`config.mk`:
```
export PLATFORM = sky130hd
export DESIGN_NAME = config_word_decoder
export DESIGN_NICKNAME = d
export VERILOG_FILES = /design/src/config_word_decoder_pkg.sv /design/src/config_word_decoder.sv /design/src/delay_counter.sv
export VERILOG_INCLUDE_DIRS = /design/src
export SDC_FILE = /design/constraint.sdc
export NUM_CORES = 1
export LEC_CHECK = 0
export ABC_AREA = 1
export BUFFER_PORTS_ARGS = -buffer_cell sky130_fd_sc_hd__buf_2
export CORE_MARGIN = 2
export CORE_UTILIZATION = 58
export DETAILED_ROUTE_END_ITERATION = 8
export GPL_ROUTABILITY_DRIVEN = 0
export PLACE_DENSITY = 0.81
export REMOVE_ABC_BUFFERS = 1
export SYNTH_ARGS = -nofsm -noshare
export SYNTH_HDL_FRONTEND = slang
export SYNTH_HIERARCHICAL = 1
export SYNTH_SLANG_ARGS = --single-unit
```
`constraint.sdc`:
```
create_clock -name CLK_I -period 2.6 [get_ports CLK_I]
set_input_delay 0.52 -clock CLK_I [delete_from_list [all_inputs] [get_ports CLK_I]]
set_output_delay 0.52 -clock CLK_I [all_outputs]
set_load 0.02 [all_outputs]
```
`src/config_word_decoder_defs.svh`:
```
// constants for the configuration word decoder
`ifndef CONFIG_WORD_DECODER_DEFS_SVH
`define CONFIG_WORD_DECODER_DEFS_SVH

`define CFG_WORD_W 14
`define CFG_ADDR_W 14
`define CFG_PC_W 11
`define CFG_WORD_ADDR 14'h2007
`define CFG_SPACE_LO 14'h2000
`define CFG_SPACE_HI 14'h3FFF
`define CFG_ERASED 14'h3FFF
`define CFG_BIT_UNIMPL 7
`define CFG_BIT_BOR_EN 6
`define CFG_BIT_POWERUP_DELAY_TIMER_EN_N 3
`define CFG_BIT_WDT_EN 2
`define CFG_OSC_LSB 0
`define CFG_CP_LSB_0 4
`define CFG_CP_LSB_1 8
`define CFG_CP_LSB_2 10
`define CFG_CP_LSB_3 12
`define CFG_CP_COPIES 4
`define CFG_PROG_WORDS 2048
`define CFG_PROT_LO_10 11'h400
`define CFG_PROT_LO_01 11'h200
`define CFG_PROT_LO_00 11'h000
`define CFG_CLK_FREQ_KHZ 40000
`define CFG_POWERUP_DELAY_TIMER_TIME_MS 72
`define CFG_OST_OSC_CYCLES 1024

`endif

```
`src/config_word_decoder_pkg.sv`:
```
// types shared by the configuration word decoder
package config_word_decoder_pkg;
    typedef enum logic [2:0] {
        ST_POR = 3'h0,
        ST_POWERUP_DELAY_TIMER = 3'h1,
        ST_OST = 3'h3,
        ST_RUN = 3'h2,
        ST_SLEEP = 3'h6
    } reset_state_e;

    typedef enum logic [1:0] {
        LOW_POWER_CRYSTAL_MODE = 2'h0,
        STANDARD_CRYSTAL_MODE = 2'h1,
        HIGH_SPEED_CRYSTAL_MODE = 2'h2,
        RESISTOR_CAPACITOR_MODE = 2'h3
    } oscillator_select_e;
endpackage

```
`src/config_word_decoder.sv`:
```
// configuration word storage, decode and reset time-out sequencing
`timescale 1ns/10ps
`default_nettype none
`include "config_word_decoder_defs.svh"

// Behaviour
// - programmed bit reads zero, erased bit reads one.
// - configuration word sits at address 2007h.
// - region 2000h-3FFFh answers only in programming mode.
// - 2K variant: 11 off, 10 0400h-, 01 0200h-, 00 whole 07FFh.
// - 1K variant: 11 and 10 off, 01 0200h-03FFh, 00 all.
// - bit 7 always reads one.
// - bit 6 one enables brown-out reset.
// - bit 3 zero enables power-up delay timer.
// - bit 2 one enables watchdog.
// - bits 1-0 pick RC, high-speed, standard or low-power crystal.
// - brown-out enable forces the power-up delay on.
// - watchdog only switched off by the word, nothing at runtime.
// - sleep ends on external reset, watchdog wake or interrupt.
// - power-up delay after power-up; start-up timer until osc stable.
// - crystal modes accept an external clock on the osc input.
// - start-up timer counts 1024 osc edges, crystal modes only.
// - after brown-out recovery the power-up delay runs 72 ms.
module config_word_decoder #(
    parameter int unsigned PROG_WORDS = `CFG_PROG_WORDS,
    parameter int unsigned POWERUP_DELAY_TIMER_CYCLES =
        `CFG_POWERUP_DELAY_TIMER_TIME_MS * `CFG_CLK_FREQ_KHZ,
    parameter int unsigned OST_CYCLES = `CFG_OST_OSC_CYCLES
) (
    input wire logic CLK_I,
    input wire logic RESETN_I,
    input wire logic PROG_MODE_I,
    input wire logic [`CFG_ADDR_W-1:0] PROG_ADDR_I,
    input wire logic PROG_WE_I,
    input wire logic PROG_RE_I,
    input wire logic PROG_ERASE_I,
    input wire logic [`CFG_WORD_W-1:0] PROG_WDATA_I,
    output logic [`CFG_WORD_W-1:0] PROG_RDATA_O,
    output logic PROG_RVALID_O,
    input wire logic OSCILLATOR_INPUT_PIN_I,
    input wire logic BROWNOUT_I,
    input wire logic MCLR_N_I,
    input wire logic SLEEP_REQ_I,
    input wire logic WDT_TIMEOUT_I,
    input wire logic INT_I,
    output logic DEVICE_RESET_N_O,
    output logic SLEEPING_O,
    output logic BROWNOUT_RESET_EN_O,
    output logic POWERUP_DELAY_EN_O,
    output logic WATCHDOG_EN_O,
    output logic [1:0] OSCILLATOR_SELECT_O,
    output logic PROTECT_EN_O,
    output logic [`CFG_PC_W-1:0] PROTECT_LO_O,
    output logic [`CFG_PC_W-1:0] PROTECT_HI_O
);
    localparam logic [`CFG_PC_W-1:0] PROT_TOP = `CFG_PC_W'(PROG_WORDS - 1);
    localparam int unsigned CP_LSB [`CFG_CP_COPIES] = '{`CFG_CP_LSB_0,
        `CFG_CP_LSB_1, `CFG_CP_LSB_2, `CFG_CP_LSB_3};

    config_word_decoder_pkg::reset_state_e state_r, state_nxt;
    logic [`CFG_WORD_W-1:0] cfg_r;
    logic [`CFG_WORD_W-1:0] cfg_view;
    logic prog_space, prog_hit;
    logic bor_en_r, powerup_delay_timer_en_r, wdt_en_r, prot_en_r;
    logic [1:0] osc_sel_r;
    logic [`CFG_PC_W-1:0] prot_lo_r;
    logic prot_en_nxt;
    logic [`CFG_PC_W-1:0] prot_lo_nxt;
    logic [1:0] code_protect_field;
    logic [`CFG_CP_COPIES-1:0] cp_match;
    logic brownout_reset_enable, powerup_delay_enable_n, watchdog_enable;
    logic [1:0] oscillator_select;
    logic powerup_delay_timer_on, crystal_live, crystal_held, brownout_hit, wake;
    logic osc_d_r, osc_tick;
    logic powerup_delay_timer_start, powerup_delay_timer_done, ost_start, ost_done, seq_abort;

    // stored word always shows the unimplemented bit as one
    assign cfg_view = cfg_r | (`CFG_WORD_W'(1) << `CFG_BIT_UNIMPL);
    assign prog_space = PROG_MODE_I && (PROG_ADDR_I >= `CFG_SPACE_LO) &&
        (PROG_ADDR_I <= `CFG_SPACE_HI);
    assign prog_hit = prog_space && (PROG_ADDR_I == `CFG_WORD_ADDR);

    // eprom cells: a write can only program ones to zeros; erase restores
    // ones. reset reloads the erased value since no real cell is modelled.
    always_ff @(posedge CLK_I) begin
        if (!RESETN_I) begin
            cfg_r <= `CFG_ERASED;
        end else if (prog_hit && PROG_ERASE_I) begin
            cfg_r <= `CFG_ERASED;
        end else if (prog_hit && PROG_WE_I) begin
            cfg_r <= cfg_r & PROG_WDATA_I;
        end
    end

    // unused test space reads erased; outside programming reads zero
    always_ff @(posedge CLK_I) begin
        if (!RESETN_I) begin
            PROG_RDATA_O <= '0;
            PROG_RVALID_O <= 1'b0;
        end else begin
            PROG_RVALID_O <= PROG_RE_I && prog_space;
            if (PROG_RE_I && prog_hit) begin
                PROG_RDATA_O <= cfg_view;
            end else if (PROG_RE_I && prog_space) begin
                PROG_RDATA_O <= `CFG_ERASED;
            end else begin
                PROG_RDATA_O <= '0;
            end
        end
    end

    // every protect copy must agree, else the scheme is not applied
    generate
        for (genvar g = 0; g < `CFG_CP_COPIES; g++) begin : g_cp
            assign cp_match[g] = cfg_r[CP_LSB[g] +: 2] == code_protect_field;
        end
    endgenerate

    assign code_protect_field = cfg_r[`CFG_CP_LSB_0 +: 2];
    assign brownout_reset_enable = cfg_r[`CFG_BIT_BOR_EN];
    assign powerup_delay_enable_n = cfg_r[`CFG_BIT_POWERUP_DELAY_TIMER_EN_N];
    assign watchdog_enable = cfg_r[`CFG_BIT_WDT_EN];
    assign oscillator_select = cfg_r[`CFG_OSC_LSB +: 2];
    assign powerup_delay_timer_on = brownout_reset_enable || !powerup_delay_enable_n;

    always_comb begin
        prot_en_nxt = 1'b0;
        prot_lo_nxt = `CFG_PROT_LO_00;
        if (&cp_match) begin
            case (code_protect_field)
                2'h2: begin
                    prot_en_nxt = (PROG_WORDS > 1024);
                    prot_lo_nxt = `CFG_PROT_LO_10;
                end
                2'h1: begin
                    prot_en_nxt = 1'b1;
                    prot_lo_nxt = `CFG_PROT_LO_01;
                end
                2'h0: begin
                    prot_en_nxt = 1'b1;
                    prot_lo_nxt = `CFG_PROT_LO_00;
                end
                default: begin
                    prot_en_nxt = 1'b0;
                    prot_lo_nxt = `CFG_PROT_LO_00;
                end
            endcase
        end
    end

    // settings follow the word only while the core is held in reset
    always_ff @(posedge CLK_I) begin
        if (!RESETN_I) begin
            bor_en_r <= 1'b1;
            powerup_delay_timer_en_r <= 1'b1;
            wdt_en_r <= 1'b1;
            osc_sel_r <= 2'h3;
            prot_en_r <= 1'b0;
            prot_lo_r <= '0;
        end else if (!DEVICE_RESET_N_O) begin
            bor_en_r <= brownout_reset_enable;
            powerup_delay_timer_en_r <= powerup_delay_timer_on;
            wdt_en_r <= watchdog_enable;
            osc_sel_r <= oscillator_select;
            prot_en_r <= prot_en_nxt;
            prot_lo_r <= prot_lo_nxt;
        end
    end

    // osc input is synchronous here; a driven clock or crystal both tick
    always_ff @(posedge CLK_I) begin
        if (!RESETN_I) begin
            osc_d_r <= 1'b0;
        end else begin
            osc_d_r <= OSCILLATOR_INPUT_PIN_I;
        end
    end
    assign osc_tick = OSCILLATOR_INPUT_PIN_I && !osc_d_r;

    assign crystal_live =
        oscillator_select != config_word_decoder_pkg::RESISTOR_CAPACITOR_MODE;
    assign crystal_held =
        osc_sel_r != config_word_decoder_pkg::RESISTOR_CAPACITOR_MODE;
    assign brownout_hit = BROWNOUT_I && ((state_r ==
        config_word_decoder_pkg::ST_POR) ? brownout_reset_enable : bor_en_r);
    // a watchdog wake needs the watchdog on; there is no runtime stop
    assign wake = !MCLR_N_I || INT_I || (WDT_TIMEOUT_I && wdt_en_r);

    always_comb begin
        state_nxt = state_r;
        case (state_r)
            config_word_decoder_pkg::ST_POR: begin
                if (brownout_hit) begin
                    state_nxt = config_word_decoder_pkg::ST_POR;
                end else if (powerup_delay_timer_on) begin
                    state_nxt = config_word_decoder_pkg::ST_POWERUP_DELAY_TIMER;
                end else if (crystal_live) begin
                    state_nxt = config_word_decoder_pkg::ST_OST;
                end else begin
                    state_nxt = config_word_decoder_pkg::ST_RUN;
                end
            end
            config_word_decoder_pkg::ST_POWERUP_DELAY_TIMER: begin
                if (brownout_hit) begin
                    state_nxt = config_word_decoder_pkg::ST_POR;
                end else if (powerup_delay_timer_done) begin
                    state_nxt = crystal_held ?
                        config_word_decoder_pkg::ST_OST :
                        config_word_decoder_pkg::ST_RUN;
                end
            end
            config_word_decoder_pkg::ST_OST: begin
                if (brownout_hit) begin
                    state_nxt = config_word_decoder_pkg::ST_POR;
                end else if (ost_done) begin
                    state_nxt = config_word_decoder_pkg::ST_RUN;
                end
            end
            config_word_decoder_pkg::ST_RUN: begin
                if (brownout_hit) begin
                    state_nxt = config_word_decoder_pkg::ST_POR;
                end else if (SLEEP_REQ_I && MCLR_N_I) begin
                    state_nxt = config_word_decoder_pkg::ST_SLEEP;
                end
            end
            config_word_decoder_pkg::ST_SLEEP: begin
                if (brownout_hit) begin
                    state_nxt = config_word_decoder_pkg::ST_POR;
                end else if (wake) begin
                    state_nxt = (crystal_held && MCLR_N_I) ?
                        config_word_decoder_pkg::ST_OST :
                        config_word_decoder_pkg::ST_RUN;
                end
            end
            default: begin
                state_nxt = config_word_decoder_pkg::ST_POR;
            end
        endcase
    end

    always_ff @(posedge CLK_I) begin
        if (!RESETN_I) begin
            state_r <= config_word_decoder_pkg::ST_POR;
        end else begin
            state_r <= state_nxt;
        end
    end

    assign powerup_delay_timer_start = (state_r == config_word_decoder_pkg::ST_POR) &&
        (state_nxt == config_word_decoder_pkg::ST_POWERUP_DELAY_TIMER);
    assign ost_start = (state_r != config_word_decoder_pkg::ST_OST) &&
        (state_nxt == config_word_decoder_pkg::ST_OST);
    assign seq_abort = (state_nxt == config_word_decoder_pkg::ST_POR);

    delay_counter #(
        .W(32),
        .COUNT(32'(POWERUP_DELAY_TIMER_CYCLES))
    ) u_powerup_delay_timer (
        .clk_i(CLK_I),
        .rstn_i(RESETN_I),
        .start_i(powerup_delay_timer_start),
        .abort_i(seq_abort),
        .tick_i(1'b1),
        .done_o(powerup_delay_timer_done)
    );

    delay_counter #(
        .W(32),
        .COUNT(32'(OST_CYCLES))
    ) u_oscillator_startup_timer (
        .clk_i(CLK_I),
        .rstn_i(RESETN_I),
        .start_i(ost_start),
        .abort_i(seq_abort),
        .tick_i(osc_tick),
        .done_o(ost_done)
    );

    assign DEVICE_RESET_N_O = MCLR_N_I &&
        ((state_r == config_word_decoder_pkg::ST_RUN) ||
        (state_r == config_word_decoder_pkg::ST_SLEEP));
    assign SLEEPING_O = state_r == config_word_decoder_pkg::ST_SLEEP;
    assign BROWNOUT_RESET_EN_O = bor_en_r;
    assign POWERUP_DELAY_EN_O = powerup_delay_timer_en_r;
    assign WATCHDOG_EN_O = wdt_en_r;
    assign OSCILLATOR_SELECT_O = osc_sel_r;
    assign PROTECT_EN_O = prot_en_r;
    assign PROTECT_LO_O = prot_lo_r;
    assign PROTECT_HI_O = PROT_TOP;
endmodule // config_word_decoder
`default_nettype wire

```
`src/delay_counter.sv`:
```
// event counter that reports when a loaded count has elapsed
`timescale 1ns/10ps
`default_nettype none
module delay_counter #(
    parameter int unsigned W = 22,
    parameter logic [W-1:0] COUNT = W'(1)
) (
    input wire logic clk_i,
    input wire logic rstn_i,
    input wire logic start_i,
    input wire logic abort_i,
    input wire logic tick_i,
    output logic done_o
);
    logic busy_r;
    logic [W-1:0] cnt_r;

    always_ff @(posedge clk_i) begin
        if (!rstn_i || abort_i) begin
            busy_r <= 1'b0;
            cnt_r <= '0;
        end else if (start_i) begin
            busy_r <= 1'b1;
            cnt_r <= COUNT;
        end else if (busy_r && tick_i) begin
            cnt_r <= cnt_r - W'(1);
            if (cnt_r == W'(1)) begin
                busy_r <= 1'b0;
            end
        end
    end

    assign done_o = busy_r && tick_i && (cnt_r == W'(1));
endmodule // delay_counter
`default_nettype wire

```
* Word level (Yosys, flattened, before mapping) *
Index checks and enable logic that the tools add are counted.
W data, S select, Z words.

word-level totals
  flip-flop bits (word level) = 116
  bits of input ports = 40
  output and inout port bits = 45
  logic and storage cells = 110

operators by class
  $add $sub $neg = 2
  $lt $le $gt $ge = 2
  eq/ne operators = 17
  mux-type cells = 31
  bitwise logic cells = 2
  reductions and logical operators = 39

operators by type and width
  cell                     count
  $eq A32 B1 Y1 const B    2
  $sub A32 B1 Y32 const B  2
  $mux W22                 2
  $mux W11                 3
  $mux W14                 2
  $mux W3                  8
  $pmux W11 S2             1
  $logic_and A1 B1 Y1      18
  $pmux W3 S5              1
  $and A14 B14 Y14         1
  $eq A14 B14 Y1 const B   1
  $ge A14 B14 Y1 const B   1
  $le A14 B14 Y1 const B   1
  $mux W1                  12
  $eq A3 B2 Y1 const B     3
  $eq A2 B2 Y1             3
  $eq A3 B1 Y1 const B     2
  $logic_not A3 Y1         2
  $reduce_bool A2 Y1       3
  $reduce_or A2 Y1         3
  $logic_or A1 B1 Y1       5
  $logic_not A1 Y1         4
  $mux W2                  2
  $ne A2 B2 Y1 const B     2
  other kinds (9)          9

* Longest topological paths before layout *
  word-level depth = 11
  mapped depth = 17
  depth with buffers taken out = 17

* Hierarchy *
The synthesis kept the hierarchy.

modules (own cells, without submodules)
  module                                      instances  cells an instance  area each (um^2)  sequential area each (um^2)
  delay_counter (u_powerup_delay_timer)       1          324                2084.5            660.6
  config_word_decoder                         1          272                1936.9            800.8
  delay_counter (u_oscillator_startup_timer)  1          287                1936.9            660.6

* Worst setup path before layout *
OpenSTA, ideal clock, no wires.

  path type = register to register
  start = register u_powerup_delay_timer.cnt_r[1]
  end = register u_oscillator_startup_timer.cnt_r[7]
  library setup time = 133 ps
  arrival = 1936 ps
  data required time = 2467 ps
  slack = 531 ps
  stages on the path, launching flop included = 17
  clock period less this slack = 2069 ps
  cells stage by stage = dfxtp_1 inv_1 ha_1 inv_1 nor3_1 nand3_1 nor3_1 nor2_1 nor2_1 nor2_1 nand2_1 nand3_1 nor2_1 nor2_1 inv_1 clkbuf_1 nor3_1

on the way
  cells in the longest elaborated chain, start to end = 8

ends and longest elaborated chain
  what                                RTL line                    RTL
  from (decl)                         delay_counter.sv:16         logic [W-1:0] cnt_r;
  from (signal assigned)              delay_counter.sv:26         cnt_r <= cnt_r - W'(1);
  $eq A32 B1 Y1                       delay_counter.sv:33         assign done_o = busy_r && tick_i && (cnt_r == W'(1));
  $logic_and A1 B1 Y1                 delay_counter.sv:33
  named net powerup_delay_timer_done  config_word_decoder.sv:75   logic powerup_delay_timer_start, powerup_delay_timer_done, ost_start, ost_done, seq_abort;
  $mux W3                             config_word_decoder.sv:206  end else if (powerup_delay_timer_done) begin
  $mux W3                             config_word_decoder.sv:204  if (brownout_hit) begin
  $pmux W3 S5                         config_word_decoder.sv:191  case (state_r)
  $eq A3 B2 Y1                        config_word_decoder.sv:252  (state_nxt == config_word_decoder_pkg::ST_OST);
  $logic_and A1 B1 Y1                 config_word_decoder.sv:251  assign ost_start = (state_r != config_word_decoder_pkg::ST_OST) &&
  named net ost_start                 config_word_decoder.sv:75
  $reduce_or A2 Y1 (no source line)   --
  to (signal assigned)                delay_counter.sv:26
  to (decl)                           delay_counter.sv:16

The timed path passes the listed nets, and every way through them passes these cells.
A chain may end at the register's enable or synchronous reset.

* Final worst setup path *
  start = register u_powerup_delay_timer.cnt_r[1]
  end = register u_oscillator_startup_timer.cnt_r[12]

Same word-level chain as after synthesis.

==> reports/metrics.cfg <==
[pwr]
ir_worst_vdd_mv=0.313
p_comb_share_pct=10.8
power.share.switching_pct=28.0
p_per_area_nw_per_um2=448
p_sw_uw=814
power.internal_mw=2.10
power_frac_seq_pct=56.9
clock_power_share_pct=32.3
report.power.total_mw=2.91
power_leakage_nw=3.30

[status]
status=complete, no violations

[synthesis]
synth_ff_type=dfxtp_1
yosysWarnings=6
syn_area_per_cell_sq_um=6.75
synth.distinct_cells=40
synthCells=883
synth_edf_count=0
ys_ff_latch=106
seq_area_frac_synth_pct=35.6
ys_async_sr_fraction_pct=0
syn_area_sq_um=5960

[floorplanning]
die_w_um=105
dieArea_sq_um=11100
fp-row-count=36
core-area_sq_um=9860
start_util_pct=60.4
die_h_um=105
ios=85

[global_route]
antenna_found_initial=0
grt_overflow=0
grt_pass1_vias=5045
grt_usage_pct=24.1
grt_start_max_net_pins=21
grt_pass1_wl_mm=22.2

[critical_path]
r2r_cells=15
critPathKind=flip-flop to flip-flop
path_cells=inv_1 > ha_1 > inv_1 > nor3_1 > nand3_1 > nor3_2 > nand3_1 > nand2_1 > nand4_1 > nand2_1 > nor2_1 > nor2_1 > inv_1 > buf_4 > nor3_2
cp-end-kind=flip-flop
critical-path-top-delay-family=simple AND/OR/NAND/NOR gates
worst-path-stages=15
crit_top_cell=inv_1
path_max_fanout=7
crit_path_max_incr_delay_ps=350
required_ps=2910
crit_buf_inv=4
worstSetupStartpointType=flip-flop
cp_slowest_cell=dfxtp_1
crit_arrival_ps=2640

[sta]
fin_crit_sh_pct=89.7
skew_ps=9.60
final.min_clock_period_ps=2330
setup_viol=0
rsz0062_at_grt=true
worst_slack_ps=268
slew_violations=0
timing.fmax_mhz=429
hold_viol=0

[cts]
numCtsBuffers=9
h-tree-depth=3
cts_root_buf=clkbuf_8
clockBufferDepth=2
cts_sinks=106
clock_latency_ps=370
cts.reportedPaths.clkPinSlew_ps=100
cts_tree=built
hold_buffers=0
postCtsSetupBuffers=0
cts_resized=0

[route]
drcViolationCount=0
drt-total-wl_mm=12.5
antenna_left=0
via_per_inst=5.01
drt_iter0_markers=226
vias=5451
drt_first_pass_iters=5
wl_per_cell_um=11.5

[layout]
n_antenna_cell=0
drive_gt1_share_pct=18.8
layout.nets=993
areaGrowthSynthToFinish_pct=9.11
fin_cells=1087
layout_common_cells=nand2_1 (186), nor2_1 (143), inv_1 (121), dfxtp_1 (106), buf_2 (63)
nFillCells=889
layout_commonest_cell=nand2_1

[placed_design]
hpwl_mm=9.71
dpl.cell_count=1071
io_buffer_count=63
preCtsSetupSlack_ps=135

[job]
maxCapViolCount=0

[hold_path]
hold_class=input pin to flip-flop
hold_depth=3

-- power by group through the flow --
| stage | combinational, mW | clock [mW] | sequential, mW |
|---|---|---|---|
| 2_1_floorplan | 0.210 | 0 | 1.70 |
| 3_3_place_gp | 0.305 | 0 | 1.69 |
| 3_5_place_dp | 0.309 | 0 | 1.69 |
| 4_1_cts | 0.311 | 0.965 | 1.66 |
| 5_1_grt | 0.357 | 1.03 | 1.66 |
| 6_report | 0.315 | 0.940 | 1.66 |
-- synth_stat cells, drive strengths merged (3+ instances only) --
| library cell | instances | area (sq um) |
|---|---|---|
| nand2 | 206 | 843 |
| nor2 | 186 | 945 |
| inv | 137 | 522 |
| dfxtp | 106 | 2120 |
| nand3 | 65 | 393 |
| a21oi | 39 | 195 |
| nand4 | 38 | 238 |
| buf | 32 | 241 |
| o21ai | 32 | 160 |
| nor3 | 10 | 55.1 |
| a31oi | 4 | 25.0 |
| ha | 4 | 50.1 |
| o21bai | 3 | 30.0 |
| xnor2 | 3 | 26.3 |
| xor2 | 3 | 26.3 |
-- registers in the layout (all words and copies together) (netlist names) --
signal,cells
u_powerup_delay_timer/busy_r,1
OSCILLATOR_SELECT_O,2
cfg_r,13
BROWNOUT_RESET_EN_O,1
osc_d_r,1
PROG_RVALID_O,1
WATCHDOG_EN_O,1
u_powerup_delay_timer/cnt_r,32
PROG_RDATA_O,14
POWERUP_DELAY_EN_O,1
u_oscillator_startup_timer/cnt_r,32
PROTECT_EN_O,1
u_oscillator_startup_timer/busy_r,1
PROTECT_LO_O,2
state_r,3
-- final timing paths --
path,endpoint,slack (ps),startpoint
max,u_oscillator_startup_timer/cnt_r[12],270,u_powerup_delay_timer/cnt_r[1]
min,osc_d_r,340,OSCILLATOR_INPUT_PIN_I
min reg2reg,PROTECT_EN_O,470,PROTECT_EN_O
max reg2reg,u_oscillator_startup_timer/cnt_r[12],270,u_powerup_delay_timer/cnt_r[1]
-- final cells by class --
class / instances / area, sq um / area share, %
inverters: 139 / 529 / 8.14
clock inverters: 6 / 47.5 / 0.731
multi-input cells: 623 / 3140 / 48.2
well taps: 133 / 166 / 2.56
repair buffers: 70 / 372 / 5.72
flip-flops and latches: 106 / 2120 / 32.6
clock buffers: 10 / 128 / 1.96
-- logic make-up (layout without fill, tap and decap cells) --
family / Yosys count / count (layout) / share of synthesized area, %
simple gates: 511 / 511 / 42.2
buf+inv: 173 / 225 / 13.1
flops: 106 / 106 / 35.6
compound gates: 81 / 81 / 7.27
xor+xnor: 6 / 6 / 0.882
fa+ha+maj: 4 / 4 / 0.840
other cells: 2 / 21 / 0.126
-- layer usage --
layer	part of all wire [%]	global-route usage (%)	routed length, um
met5	0	0	0
met4	2.4	9.05	303
met3	5.2	4.89	651
met2	45	39.7	5690
met1	47	31.1	5860
-- stage by stage --
stage	TNS (ps)	hold WS, ps	utilization, %	instance area, sq um
2_1_floorplan	-221	439	-	5780
3_3_place_gp	0	451	64.0	6310
3_5_place_dp	0	456	64.0	6310
4_1_cts	0	328	65.8	6490
5_1_grt	-1.08	346	65.9	6500
6_report	0	343	65.9	6500
-- worst register-to-register path: stages (launching register included) --
cell	delay [ps]
dfxtp_1	350
inv_1	80
ha_1	140
inv_1	60
nor3_1	210
nand3_1	120
nor3_2	200
nand3_1	110
nand2_1	90
nand4_1	90
nand2_1	90
nor2_1	60
nor2_1	180
inv_1	160
buf_4	190
nor3_2	150
No activity file was read; power rests on OpenSTA's default activity.
